`src/hdl/irqw_consts.svh`:
```
// Purpose: Offsets, field positions, reset values and fixed addresses
// Assumes: Included by the interrupt and wake control design files
// Notes:   Definitions only
`ifndef IRQW_CONSTS_SVH
`define IRQW_CONSTS_SVH

`define IRQW_ADR_CTL     6'h00
`define IRQW_ADR_FLA     6'h04
`define IRQW_ADR_FLB     6'h08
`define IRQW_ADR_ENA     6'h0C
`define IRQW_ADR_ENB     6'h10
`define IRQW_ADR_PWR     6'h14
`define IRQW_ADR_STS     6'h18
`define IRQW_ADR_CFG     6'h1C
`define IRQW_ADR_TMR     6'h20

`define IRQW_GIE         7
`define IRQW_PEIE        6
`define IRQW_T0IE        5
`define IRQW_INTE        4
`define IRQW_RBIE        3
`define IRQW_TIMER0_WRAP_FLAG        2
`define IRQW_PIN_IRQ_FLAG        1
`define IRQW_RBIF        0

`define IRQW_FLA_MASK    8'h7F
`define IRQW_FLB_MASK    8'hFD
`define IRQW_CTL_RST     8'h00
`define IRQW_CFG_RST     9'h100
`define IRQW_CFG_EDGE    8
`define IRQW_STS_TO      4
`define IRQW_STS_PD      3
`define IRQW_STS_WMASK   8'hE7

`define IRQW_PC_RESET    13'h0000
`define IRQW_PC_VECTOR   13'h0004

`endif

```
`src/hdl/irqw_pkg.sv`:
```
// Purpose: Types shared by the interrupt and wake control files
// Assumes: Nothing
// Notes:   Constants live in irqw_consts.svh
package irqw_pkg;

  typedef enum logic [1:0] {
    IRQW_RST_POR,
    IRQW_RST_MASTER_CLEAR_PIN,
    IRQW_RST_WDT,
    IRQW_RST_BOR
  } irqw_rst_kind_t;

  typedef enum logic {
    IRQW_RUN,
    IRQW_SLEEP
  } irqw_state_t;

endpackage

```
`src/hdl/irqw_top.sv`:
```
// Purpose: Interrupt control, vectoring, reset and wake-up state
// Assumes: Core pulses arrive on this clock; pins are asynchronous
// Notes:   Registers are reached over Avalon-MM with waitrequest
//
// Design decisions made here: the Avalon-MM register port and the address map.
`timescale 1ns/1ps
`default_nettype none
`include "irqw_consts.svh"

module irqw_top #(
  parameter int SYNC_STAGES = 2
) (
  input  wire logic                    clock,
  input  wire logic                    rst,
  input  wire irqw_pkg::irqw_rst_kind_t rst_kind,
  input  wire logic [5:0]              avs_address,
  input  wire logic                    avs_read,
  input  wire logic                    avs_write,
  input  wire logic [31:0]             avs_writedata,
  output logic      [31:0]             avs_readdata,
  output logic                         avs_waitrequest,
  input  wire logic                    ext_irq_pin,
  input  wire logic [7:0]              portb_pins,
  input  wire logic                    t0_tick,
  input  wire logic [7:0]              periph_evt_a,
  input  wire logic [7:0]              periph_evt_b,
  input  wire logic                    instr_boundary,
  input  wire logic                    return_from_irq_instr,
  input  wire logic                    sleep_enter,
  input  wire logic                    wdt_wake,
  output logic                         irq_pending,
  output logic                         stack_push,
  output logic                         pc_load,
  output logic      [12:0]             pc_value,
  output logic                         core_wake,
  output logic                         core_asleep
);

  logic [8:0]  pins_s;
  logic [7:0]  tmr_count;
  logic        t0_wrap;
  logic        wait_r, wait_nxt;
  logic [31:0] rdata_r, rdata_nxt;
  logic        wr_done, rd_start;
  logic [7:0]  ctl_r, ctl_nxt;
  logic [7:0]  fla_r, fla_nxt, flb_r, flb_nxt;
  logic [7:0]  ena_r, ena_nxt, enb_r, enb_nxt;
  logic [8:0]  cfg_r, cfg_nxt;
  logic [7:0]  sts_r, sts_nxt;
  logic [3:0]  pwr_r, pwr_nxt;
  logic [8:0]  prev_r, prev_nxt;
  irqw_pkg::irqw_state_t state_r, state_nxt;
  logic        pend_r, pend_nxt, push_r, push_nxt;
  logic        pcl_r, pcl_nxt, wake_r, wake_nxt, slp_r, slp_nxt;
  logic [12:0] pcv_r, pcv_nxt;
  logic        int_evt, rb_evt, any_en, gie_clr_now, take;

  function automatic logic hit(input logic en, input logic [5:0] a,
                               input logic [5:0] off);
    return en && (a == off);
  endfunction

  irqw_sync #(
    .W      (9),
    .STAGES (SYNC_STAGES)
  ) u_sync (
    .clock    (clock),
    .rst      (rst),
    .async_in ({ext_irq_pin, portb_pins}),
    .sync_out (pins_s)
  );

  irqw_timer0 #(
    .W (8)
  ) u_tmr (
    .clock    (clock),
    .rst      (rst),
    .tick     (t0_tick),
    .load     (hit(wr_done, avs_address, `IRQW_ADR_TMR)),
    .load_val (avs_writedata[7:0]),
    .count    (tmr_count),
    .wrap     (t0_wrap)
  );

  // Bus slave: one wait cycle, then a one-cycle answer
  always_comb begin
    wr_done   = avs_write && !wait_r;
    rd_start  = avs_read && wait_r;
    wait_nxt  = !((avs_read || avs_write) && wait_r);
    rdata_nxt = rdata_r;
    if (rd_start) begin
      rdata_nxt = 32'h0000_0000;
      case (avs_address)
        `IRQW_ADR_CTL: rdata_nxt[7:0] = ctl_r;
        `IRQW_ADR_FLA: rdata_nxt[7:0] = fla_r;
        `IRQW_ADR_FLB: rdata_nxt[7:0] = flb_r;
        `IRQW_ADR_ENA: rdata_nxt[7:0] = ena_r;
        `IRQW_ADR_ENB: rdata_nxt[7:0] = enb_r;
        `IRQW_ADR_PWR: rdata_nxt[3:0] = pwr_r;
        `IRQW_ADR_STS: rdata_nxt[7:0] = sts_r;
        `IRQW_ADR_CFG: rdata_nxt[8:0] = cfg_r;
        `IRQW_ADR_TMR: rdata_nxt[7:0] = tmr_count;
        default:       rdata_nxt = 32'h0000_0000;
      endcase
    end
    if (rst) begin
      wait_nxt  = 1'b1;
      rdata_nxt = 32'h0000_0000;
    end
  end

  always_ff @(posedge clock) begin
    wait_r  <= wait_nxt;
    rdata_r <= rdata_nxt;
  end

  // Event detection, request and take decision
  always_comb begin
    prev_nxt = pins_s;
    int_evt  = cfg_r[`IRQW_CFG_EDGE] ? (pins_s[8] && !prev_r[8]) :
                                       (!pins_s[8] && prev_r[8]);
    rb_evt   = |((pins_s[7:0] ^ prev_r[7:0]) & cfg_r[7:0]);
    any_en   = (ctl_r[`IRQW_T0IE] && ctl_r[`IRQW_TIMER0_WRAP_FLAG]) ||
               (ctl_r[`IRQW_INTE] && ctl_r[`IRQW_PIN_IRQ_FLAG]) ||
               (ctl_r[`IRQW_RBIE] && ctl_r[`IRQW_RBIF]) ||
               (ctl_r[`IRQW_PEIE] &&
                (|((fla_r & ena_r) | (flb_r & enb_r))));
    gie_clr_now = hit(wr_done, avs_address, `IRQW_ADR_CTL) &&
                  !avs_writedata[`IRQW_GIE];
    take = instr_boundary && (state_r == irqw_pkg::IRQW_RUN) &&
           ctl_r[`IRQW_GIE] && any_en && !gie_clr_now;
  end

  // Flag, enable and configuration registers
  always_comb begin
    ctl_nxt = ctl_r;
    fla_nxt = fla_r;
    flb_nxt = flb_r;
    ena_nxt = ena_r;
    enb_nxt = enb_r;
    cfg_nxt = cfg_r;
    if (hit(wr_done, avs_address, `IRQW_ADR_CTL)) begin
      ctl_nxt = avs_writedata[7:0];
    end
    if (hit(wr_done, avs_address, `IRQW_ADR_FLA)) begin
      fla_nxt = avs_writedata[7:0];
    end
    if (hit(wr_done, avs_address, `IRQW_ADR_FLB)) begin
      flb_nxt = avs_writedata[7:0];
    end
    if (hit(wr_done, avs_address, `IRQW_ADR_ENA)) begin
      ena_nxt = avs_writedata[7:0] & `IRQW_FLA_MASK;
    end
    if (hit(wr_done, avs_address, `IRQW_ADR_ENB)) begin
      enb_nxt = avs_writedata[7:0] & `IRQW_FLB_MASK;
    end
    if (hit(wr_done, avs_address, `IRQW_ADR_CFG)) begin
      cfg_nxt = avs_writedata[8:0];
    end
    if (return_from_irq_instr) begin
      ctl_nxt[`IRQW_GIE] = 1'b1;
    end
    if (take) begin
      ctl_nxt[`IRQW_GIE] = 1'b0;
    end
    // Events win over a software clear in the same cycle
    if (int_evt) begin
      ctl_nxt[`IRQW_PIN_IRQ_FLAG] = 1'b1;
    end
    if (t0_wrap) begin
      ctl_nxt[`IRQW_TIMER0_WRAP_FLAG] = 1'b1;
    end
    if (rb_evt) begin
      ctl_nxt[`IRQW_RBIF] = 1'b1;
    end
    fla_nxt = (fla_nxt | periph_evt_a) & `IRQW_FLA_MASK;
    flb_nxt = (flb_nxt | periph_evt_b) & `IRQW_FLB_MASK;
    if (rst) begin
      ctl_nxt = `IRQW_CTL_RST;
      fla_nxt = 8'h00;
      flb_nxt = 8'h00;
      ena_nxt = 8'h00;
      enb_nxt = 8'h00;
      cfg_nxt = `IRQW_CFG_RST;
    end
  end

  always_ff @(posedge clock) begin
    prev_r <= prev_nxt;
    ctl_r  <= ctl_nxt;
    fla_r  <= fla_nxt;
    flb_r  <= flb_nxt;
    ena_r  <= ena_nxt;
    enb_r  <= enb_nxt;
    cfg_r  <= cfg_nxt;
  end

  // Sleep, wake, reset patterns and core controls
  always_comb begin
    state_nxt = state_r;
    sts_nxt   = sts_r;
    pwr_nxt   = pwr_r;
    wake_nxt  = 1'b0;
    if (hit(wr_done, avs_address, `IRQW_ADR_STS)) begin
      sts_nxt = (avs_writedata[7:0] & `IRQW_STS_WMASK) |
                (sts_r & ~`IRQW_STS_WMASK);
    end
    if (hit(wr_done, avs_address, `IRQW_ADR_PWR)) begin
      pwr_nxt = avs_writedata[3:0];
    end
    case (state_r)
      irqw_pkg::IRQW_RUN: begin
        if (sleep_enter) begin
          state_nxt = irqw_pkg::IRQW_SLEEP;
        end
      end
      irqw_pkg::IRQW_SLEEP: begin
        if (wdt_wake) begin
          state_nxt = irqw_pkg::IRQW_RUN;
          wake_nxt  = 1'b1;
          sts_nxt[`IRQW_STS_TO] = 1'b0;
          sts_nxt[`IRQW_STS_PD] = 1'b0;
        end else if (any_en) begin
          state_nxt = irqw_pkg::IRQW_RUN;
          wake_nxt  = 1'b1;
          sts_nxt[`IRQW_STS_TO] = 1'b1;
          sts_nxt[`IRQW_STS_PD] = 1'b0;
        end
      end
      default: state_nxt = irqw_pkg::IRQW_RUN;
    endcase
    pend_nxt = ctl_r[`IRQW_GIE] && any_en;
    push_nxt = take;
    pcl_nxt  = take;
    pcv_nxt  = take ? `IRQW_PC_VECTOR : pcv_r;
    if (rst) begin
      state_nxt = irqw_pkg::IRQW_RUN;
      wake_nxt  = 1'b0;
      pend_nxt  = 1'b0;
      push_nxt  = 1'b0;
      pcl_nxt   = 1'b1;
      pcv_nxt   = `IRQW_PC_RESET;
      case (rst_kind)
        irqw_pkg::IRQW_RST_POR: begin
          sts_nxt = 8'h18;
          pwr_nxt = {3'b010, 1'b1};
        end
        irqw_pkg::IRQW_RST_MASTER_CLEAR_PIN: begin
          sts_nxt[7:5] = 3'b000;
          if (state_r == irqw_pkg::IRQW_SLEEP) begin
            sts_nxt[`IRQW_STS_TO] = 1'b1;
            sts_nxt[`IRQW_STS_PD] = 1'b0;
          end
          pwr_nxt[3] = 1'b0;
        end
        irqw_pkg::IRQW_RST_WDT: begin
          sts_nxt[7:4] = 4'h0;
          pwr_nxt[3]   = 1'b0;
        end
        irqw_pkg::IRQW_RST_BOR: begin
          sts_nxt[7:3] = 5'h03;
          pwr_nxt[3:2] = 2'b01;
          pwr_nxt[0]   = 1'b0;
        end
        default: sts_nxt = sts_r;
      endcase
    end
    slp_nxt = (state_nxt == irqw_pkg::IRQW_SLEEP);
  end

  always_ff @(posedge clock) begin
    state_r <= state_nxt;
    sts_r   <= sts_nxt;
    pwr_r   <= pwr_nxt;
    wake_r  <= wake_nxt;
    pend_r  <= pend_nxt;
    push_r  <= push_nxt;
    pcl_r   <= pcl_nxt;
    pcv_r   <= pcv_nxt;
    slp_r   <= slp_nxt;
  end

  assign avs_readdata    = rdata_r;
  assign avs_waitrequest = wait_r;
  assign irq_pending     = pend_r;
  assign stack_push      = push_r;
  assign pc_load         = pcl_r;
  assign pc_value        = pcv_r;
  assign core_wake       = wake_r;
  assign core_asleep     = slp_r;

  property p_gie_reset;
    @(posedge clock) disable iff (rst)
    $fell(rst) |-> !ctl_r[`IRQW_GIE] && pcl_r && pcv_r == 13'h0000;
  endproperty
  a_gie_reset: assert property (p_gie_reset)
    else $error("reset left global enable set or pc not zero");

  property p_vector;
    @(posedge clock) disable iff (rst)
    push_r |-> pcl_r && pcv_r == 13'h0004 && !ctl_r[`IRQW_GIE] &&
               $past(ctl_r[`IRQW_GIE]);
  endproperty
  a_vector: assert property (p_vector)
    else $error("vector take without clear and vector load");

  property p_return_from_irq_instr;
    @(posedge clock) disable iff (rst)
    return_from_irq_instr |=> ctl_r[`IRQW_GIE];
  endproperty
  a_return_from_irq_instr: assert property (p_return_from_irq_instr)
    else $error("return did not set global enable");

  property p_gie_blocks;
    @(posedge clock) disable iff (rst)
    !ctl_r[`IRQW_GIE] |=> !push_r;
  endproperty
  a_gie_blocks: assert property (p_gie_blocks)
    else $error("request taken while global enable clear");

  property p_clr_next;
    @(posedge clock) disable iff (rst)
    gie_clr_now |=> !push_r ##1 !push_r;
  endproperty
  a_clr_next: assert property (p_clr_next)
    else $error("request taken after global enable cleared");

  property p_pin_flag;
    @(posedge clock) disable iff (rst)
    $rose(pins_s[8]) && cfg_r[`IRQW_CFG_EDGE] |=> ctl_r[`IRQW_PIN_IRQ_FLAG];
  endproperty
  a_pin_flag: assert property (p_pin_flag)
    else $error("rising pin edge did not set pin flag");

  property p_t0_flag;
    @(posedge clock) disable iff (rst)
    t0_wrap |=> ctl_r[`IRQW_TIMER0_WRAP_FLAG];
  endproperty
  a_t0_flag: assert property (p_t0_flag)
    else $error("timer0 wrap did not set its flag");

  property p_wake;
    @(posedge clock) disable iff (rst)
    state_r == irqw_pkg::IRQW_SLEEP && any_en |=> core_wake && !slp_r;
  endproperty
  a_wake: assert property (p_wake)
    else $error("enabled flag did not wake the core");

  property p_bor_pwr;
    @(posedge clock) disable iff (rst)
    $fell(rst) && $past(rst_kind) == irqw_pkg::IRQW_RST_BOR |->
      pwr_r[3:2] == 2'b01 && !pwr_r[0] && sts_r[7:3] == 5'h03;
  endproperty
  a_bor_pwr: assert property (p_bor_pwr)
    else $error("brown-out reset pattern wrong");

  property p_pend;
    @(posedge clock) disable iff (rst)
    ctl_r[`IRQW_GIE] && any_en |=> irq_pending;
  endproperty
  a_pend: assert property (p_pend)
    else $error("pending request not raised");

endmodule

`default_nettype wire

```
`src/hdl/irqw_sync.sv`:
```
// Purpose: Multi-stage synchroniser for asynchronous pin inputs
// Assumes: One clock, synchronous active-high reset
// Notes:   Only the last stage is visible outside
`timescale 1ns/1ps
`default_nettype none

module irqw_sync #(
  parameter int W      = 9,
  parameter int STAGES = 2
) (
  input  wire logic         clock,
  input  wire logic         rst,
  input  wire logic [W-1:0] async_in,
  output logic      [W-1:0] sync_out
);

  logic [W-1:0] stg_r   [STAGES];
  logic [W-1:0] stg_nxt [STAGES];

  if (STAGES < 2 || W < 1) begin : g_chk
    $error("irqw_sync needs at least two stages and one bit");
  end

  always_comb begin
    stg_nxt[0] = rst ? '0 : async_in;
    for (int i = 1; i < STAGES; i++) begin
      stg_nxt[i] = rst ? '0 : stg_r[i-1];
    end
  end

  always_ff @(posedge clock) begin
    stg_r <= stg_nxt;
  end

  assign sync_out = stg_r[STAGES-1];

endmodule

`default_nettype wire

```
`src/hdl/irqw_timer0.sv`:
```
// Purpose: Free counter with load and a one-cycle wrap pulse
// Assumes: Tick is a one-cycle enable on the same clock
// Notes:   Wrap marks the all-ones to zero step
`timescale 1ns/1ps
`default_nettype none

module irqw_timer0 #(
  parameter int W = 8
) (
  input  wire logic         clock,
  input  wire logic         rst,
  input  wire logic         tick,
  input  wire logic         load,
  input  wire logic [W-1:0] load_val,
  output logic      [W-1:0] count,
  output logic              wrap
);

  logic [W-1:0] count_r;
  logic [W-1:0] count_nxt;
  logic         wrap_r;
  logic         wrap_nxt;

  if (W < 2) begin : g_chk
    $error("irqw_timer0 needs at least two bits");
  end

  always_comb begin
    count_nxt = count_r;
    wrap_nxt  = 1'b0;
    if (rst) begin
      count_nxt = '0;
    end else if (load) begin
      count_nxt = load_val;
    end else if (tick) begin
      count_nxt = count_r + 1'b1;
      wrap_nxt  = &count_r;
    end
  end

  always_ff @(posedge clock) begin
    count_r <= count_nxt;
    wrap_r  <= wrap_nxt;
  end

  assign count = count_r;
  assign wrap  = wrap_r;

endmodule

`default_nettype wire

```
`config.mk`:
```
export PLATFORM = sky130hd
export DESIGN_NAME = irqw_top
export DESIGN_NICKNAME = d
export VERILOG_FILES = /design/src/hdl/irqw_pkg.sv /design/src/hdl/irqw_top.sv /design/src/hdl/irqw_sync.sv /design/src/hdl/irqw_timer0.sv
export VERILOG_INCLUDE_DIRS = /design/src /design/src/hdl
export SDC_FILE = /design/constraint.sdc
export NUM_CORES = 1
export LEC_CHECK = 0
export BUFFER_PORTS_ARGS = -buffer_cell sky130_fd_sc_hd__buf_2
export CORE_MARGIN = 2
export CORE_UTILIZATION = 30
export CTS_CLUSTER_SIZE = 24
export DETAILED_ROUTE_END_ITERATION = 10
export PLACE_DENSITY = 0.59
export SLEW_MARGIN = 15
export SYNTH_ARGS = -nofsm -noshare
export SYNTH_HDL_FRONTEND = slang
export SYNTH_SLANG_ARGS = --single-unit
```
`constraint.sdc`:
```
create_clock -name clock -period 4.7 [get_ports clock]
set_clock_uncertainty 0.15 [all_clocks]
set_input_delay 0.94 -clock clock [delete_from_list [all_inputs] [get_ports clock]]
set_output_delay 0.94 -clock clock [all_outputs]
set_load 0.005 [all_outputs]
```
# Word level (Yosys, flattened, before mapping)
# Cells that the tools add are included.
# Widths: inputs -> output; s select.
dict set report classes {
  n_addsub 1
  eq_ne 11
  mux 34
  n_bitwise 10
  reduce_logical 51
}
# cell n
set ops {}
lappend ops {{$mux 8} 6}
lappend ops {{$pmux 4 s9} 1}
lappend ops {{$pmux 4 s8} 1}
lappend ops {{$eq 6x5->1 const B} 4}
lappend ops {{$logic_and 1x1->1} 24}
lappend ops {{$and 8x8->8} 2}
lappend ops {{$or 8x8->8} 2}
lappend ops {{$reduce_or 8->1} 2}
lappend ops {{$mux 1} 14}
lappend ops {{$reduce_bool 2->1} 7}
lappend ops {{$eq 6x4->1 const B} 2}
lappend ops {{$pmux 4 s3} 1}
lappend ops {{$add 8x1->8 const B} 1}
lappend ops {{$mux 2} 4}
lappend ops {{$mux 4} 2}
lappend ops {{$or 8x5->8} 1}
lappend ops {{$reduce_and 8->1} 1}
lappend ops {{$xor 8x8->8} 1}
lappend ops {{$and 7x7->7} 1}
lappend ops {{$mux 7} 1}
lappend ops {{$or 7x7->7} 1}
lappend ops {{$eq 6x3->1 const B} 1}
lappend ops {{$eq 6x6->1 const B} 1}
lappend ops {{$logic_not 1->1} 6}
lappend ops {{11 further kinds} 20}
dict set report totals {
  regBits 110
  output_inout_bits 51
}

# Depth between registers and ports, before layout
dict set report depth {
  word_depth 11
  depth_mapped 7
  mapped_depth_nobuf 7
}

# By module
# Synthesis repeated with hierarchy kept, for this count alone.
dict set report unflattened {
  cells_unflattened 548
  area_unflattened_um2 5168.7
}
# mod instances cells_per_inst area_each_um2 seq_area_each_um2
set by_module_without_submodules {}
lappend by_module_without_submodules {irqw_top 1 450 4164.0 1691.6}
lappend by_module_without_submodules {irqw_sync 1 46 556.8 360.3}
lappend by_module_without_submodules {irqw_timer0 1 52 447.9 180.2}

# Worst setup path before layout
# Ideal clock, no wire load.
dict set report synth_path {
  path_type {input port to flip-flop}
  start {in avs_address[0]}
  end {reg sts_r[5], enable pin}
  setup_ns 0.302
  arrival_ns 2.267
  slack_ns 1.981
  cell_stages 6
  path_buffers 2
  path_cell_list {buf_4 -> nor4b_4 -> nand2_2 -> or3_1 -> buf_2 -> nand2_1}
}
dict set report synth_via {
  elab_chain_cells 3
}
# item line_no
set synth_lines {}
lappend synth_lines {{from (decl)} irqw_top.sv:16} ;# input wire logic [5:0] avs_address,
lappend synth_lines {{$eq 6x5->1} irqw_top.sv:60} ;# return en && (a == off);
lappend synth_lines {{$logic_and 1x1->1} irqw_top.sv:60}
lappend synth_lines {{$reduce_bool 2->1 (no line)} n/a}
lappend synth_lines {{to (signal assigned)} irqw_top.sv:273} ;# sts_r <= sts_nxt;
lappend synth_lines {{to (decl)} irqw_top.sv:49} ;# logic [7:0] sts_r, sts_nxt;
# No other way between the ends.
# A chain may end at the register's enable or synchronous reset.

# Worst setup path in the final report
dict set report layout_path {
  start {in avs_address[2]}
  end {reg fla_r[0]}
}
dict set report layout_via {
  elab_chain_cells 4
}
# item line_no
set layout_lines {}
lappend layout_lines {{$eq 6x3->1} irqw_top.sv:60}
lappend layout_lines {{$logic_and 1x1->1} irqw_top.sv:60}
lappend layout_lines {{$mux 7} irqw_top.sv:145} ;# if (hit(wr_done, avs_address, `IRQW_ADR_FLA)) begin
lappend layout_lines {{$or 7x7->7} irqw_top.sv:176} ;# fla_nxt = (fla_nxt | periph_evt_a) & `IRQW_FLA_MASK;
lappend layout_lines {{to (signal assigned)} irqw_top.sv:191} ;# fla_r <= fla_nxt;
lappend layout_lines {{to (decl)} irqw_top.sv:46} ;# logic [7:0] fla_r, fla_nxt, flb_r, flb_nxt;
# No other way between the ends.

==> flow_summary.toml <==
[synthesis]
synthFlopType = "dfxtp_1"
syn_area_mm2 = 0.00511
synth_mux_area_share_pct = 12.0
syn-instance-count = 530
synth_most_common_cell = "dfxtp_1"
synth-seq-cells = 109
netlist.top_cell.by_area = "dfxtp_1"
synthTopCellsByCount = "dfxtp_1, mux2i_1, nor2_1, buf_4, nand2_1"
synth.area.top_cells = "dfxtp_1, mux2i_1, buf_4, nor2_1, edfxtp_1"
synth_top_area_share_pct = 40.8
synthArstFlopShare_pct = 0
synth_compound_area_share_pct = 14.2
synthXorXnorAreaFrac_pct = 2.57
yosysSeqAreaShare_pct = 43.7
synth_warnings = 0
yosys.area_share.simple_pct = 17.1
synth_top_family_by_area = "simple AND/OR/NAND/NOR gates"
avgSynthCellArea_um2 = 9.64
synth_edf_count = 5
ys_types = 59
synth-adder-area-share_pct = 0.980

[clocking]
cts.hold.buffers_added = 0
insertion_delay_ns = 0.36
clkTransAtPathRegs_ns = 0.07
clkSinkCount = 109
cts_buffers = 9
postCtsResizedCells = 0
cts_max_level = 3
clockBufferDepth = 2
cts_tree = "built"
post_cts_buffers = 0
cts-root-buf = "clkbuf_16"

[drt]
firstDrtPassIters = 5
post_drt_wl_per_cell_um = 16.8
routed_wl_mm = 13.5
drtAntennaViolNets = 0
drt_iter0_drc = 333
viasPerCell = 5.00
drc = 0
dr_total_vias = 4018

[critical_path]
cp_slowest_cell = "nor3b_2"
path_class = "input port to register"
crit_chain = "buf_2 -> nor4b_2 -> nor3b_2 -> nand2_2 -> a211oi_1 -> nor2_1"
start_kind = "input port"
worstPathArrival_ns = 3.01
critPathMaxFanout = 19
required_ns = 4.76
critical-path-max-stage-delay_ns = 0.66
endpoint_kind = "register"

[timing]
post-route-min-period_ns = 2.96
min_period_over_period_pct = 62.9
relSlewSlack_pct = 25.9
maxSlewViolCount = 0
timing.setup.tns_ns = 0
fmax_ghz = 0.338
tightest_slew_ns = 1.11
setup-violations-final = 0
final-hold-violation-count = 0
rsz0062_at_grt = "false"

[floorplan]
num_rows = 47
fp.coreArea_mm2 = 0.0166
fp.dieW_um = 134
start_util_pct = 30.7
pin_count = 125
die-area_mm2 = 0.0181
die_h_um = 134

[grt]
grt_first_pass_wirelength_mm = 21.0
antenna_found_initial = 1
grt_max_degree = 61
grt_pass1_vias = 3819
grt_overflow = 0
track_usage_pct = 15.1

[min_path]
hp-class = "register to register"

[outcome]
status = "completed"

[placement]
io_buffer_count = 64
placed_area_mm2 = 0.00546
dp_hpwl_mm = 9.78
gp_congestion = 0.898

[final_layout]
final_util_pct = 34.6
drive_gt1_share_pct = 18.9
syn_to_final_growth_pct = 12.8
final_nets = 656
stdcell_area_mm2 = 0.00576
antenna_cells = 0

[power_and_ir_drop]
powerDensity_mw_per_mm2 = 329
vdd_ir_drop_max_mv = 0.171
total_leakage_power_nw = 2.61
power.total_mw = 1.90

[flow_run]
drv_cap = 0
[area by class of cell]
type	count	area, um^2
Clock inverter	4	33.8
Tap cell	220	275
Clock buffer	12	268
Timing Repair Buffer	68	350
Multi-Input combinational cell	372	2530
Fill cell	1726	10900
Inverter	18	67.6
Sequential cell	109	2230
[kinds of logic after synthesis]
| kind of cell | after synthesis |
|---|---|
| AO/OA/AOI/OAI | 96 |
| XOR/XNOR | 15 |
| adder cells (fa/ha/maj) | 4 |
| buffers and inverters | 83 |
| flip-flops | 109 |
| multiplexers | 61 |
| other | 1 |
| AND/OR/NAND/NOR | 161 |
[cells in the final DEF, fill, tap and decap left out, types with 14 or more instances in the layout]
| master | n |
|---|---|
| inv_1 | 18 |
| a221oi_1 | 16 |
| dfxtp_1 | 104 |
| nor2b_1 | 21 |
| conb_1 | 35 |
| xor2_1 | 14 |
| a21oi_1 | 28 |
| nand3_1 | 20 |
| mux2i_1 | 59 |
| nor2_1 | 47 |
| buf_2 | 64 |
| nand2_1 | 29 |
[path summary, 6_finish.rpt]
path,startpoint,depth (start not counted),end,slack (ns)
worst max-delay path,avs_address[2],6,fla_r[0]$_SDFF_PP0_,1.74
worst min register to register,u_sync.sync_out[2]$_SDFF_PP0_,0,prev_r[2]$_DFF_P_,0.21
worst min-delay path,u_sync.sync_out[2]$_SDFF_PP0_,0,prev_r[2]$_DFF_P_,0.21
worst max register to register,fla_r[5]$_SDFF_PP0_,5,register,2.38
[stage by stage]
stage	cells	setup slack [ns]	hold slack [ns]
2_1_floorplan	564	1.98	0.195
3_3_place_gp	787	1.42	0.204
3_5_place_dp	787	1.37	0.206
4_1_cts	803	1.74	0.216
5_1_grt	803	1.60	0.225
6_report	803	1.74	0.212
[worst max-delay path: cells and delay by family]
| family | cells | cell delay (ns) |
|---|---|---|
| buffers and inverters | 1 | 0.37 |
| AND/OR/NAND/NOR | 4 | 1.38 |
| AO/OA/AOI/OAI | 1 | 0.31 |
[power by group]
| part | switching (mW) | internal, mW | total (mW) |
|---|---|---|---|
| clock network | 0.350 | 0.414 | 0.764 |
| registers | 0.0258 | 0.961 | 0.986 |
| logic | 0.0922 | 0.0539 | 0.146 |
[sequential cells by signal, indices dropped and copies added (netlist names), named ones only]
register	count
pc_value	1
core_asleep	1
pwr_r	4
u_tmr.wrap	1
sts_r	7
ena_r	7
prev_r	9
core_wake	1
pc_load	1
stack_push	1
fla_r	7
irq_pending	1
cfg_r	9
enb_r	7
ctl_r	8
avs_readdata	9
u_sync.sync_out	9
u_sync.stg_r	9
avs_waitrequest	1
u_tmr.count	8
flb_r	7
[layer usage]
metal / vias up / part of all wire (%) / global-route usage, %
li1: 1910 / - / -
met4: 2 / 3.1 / 6.78
met5: - / 0.082 / 0
met3: 31 / 7.7 / 3.57
met1: 1908 / 44 / 20.0
met2: 167 / 45 / 23.2
(Power assumes the default switching activity.)
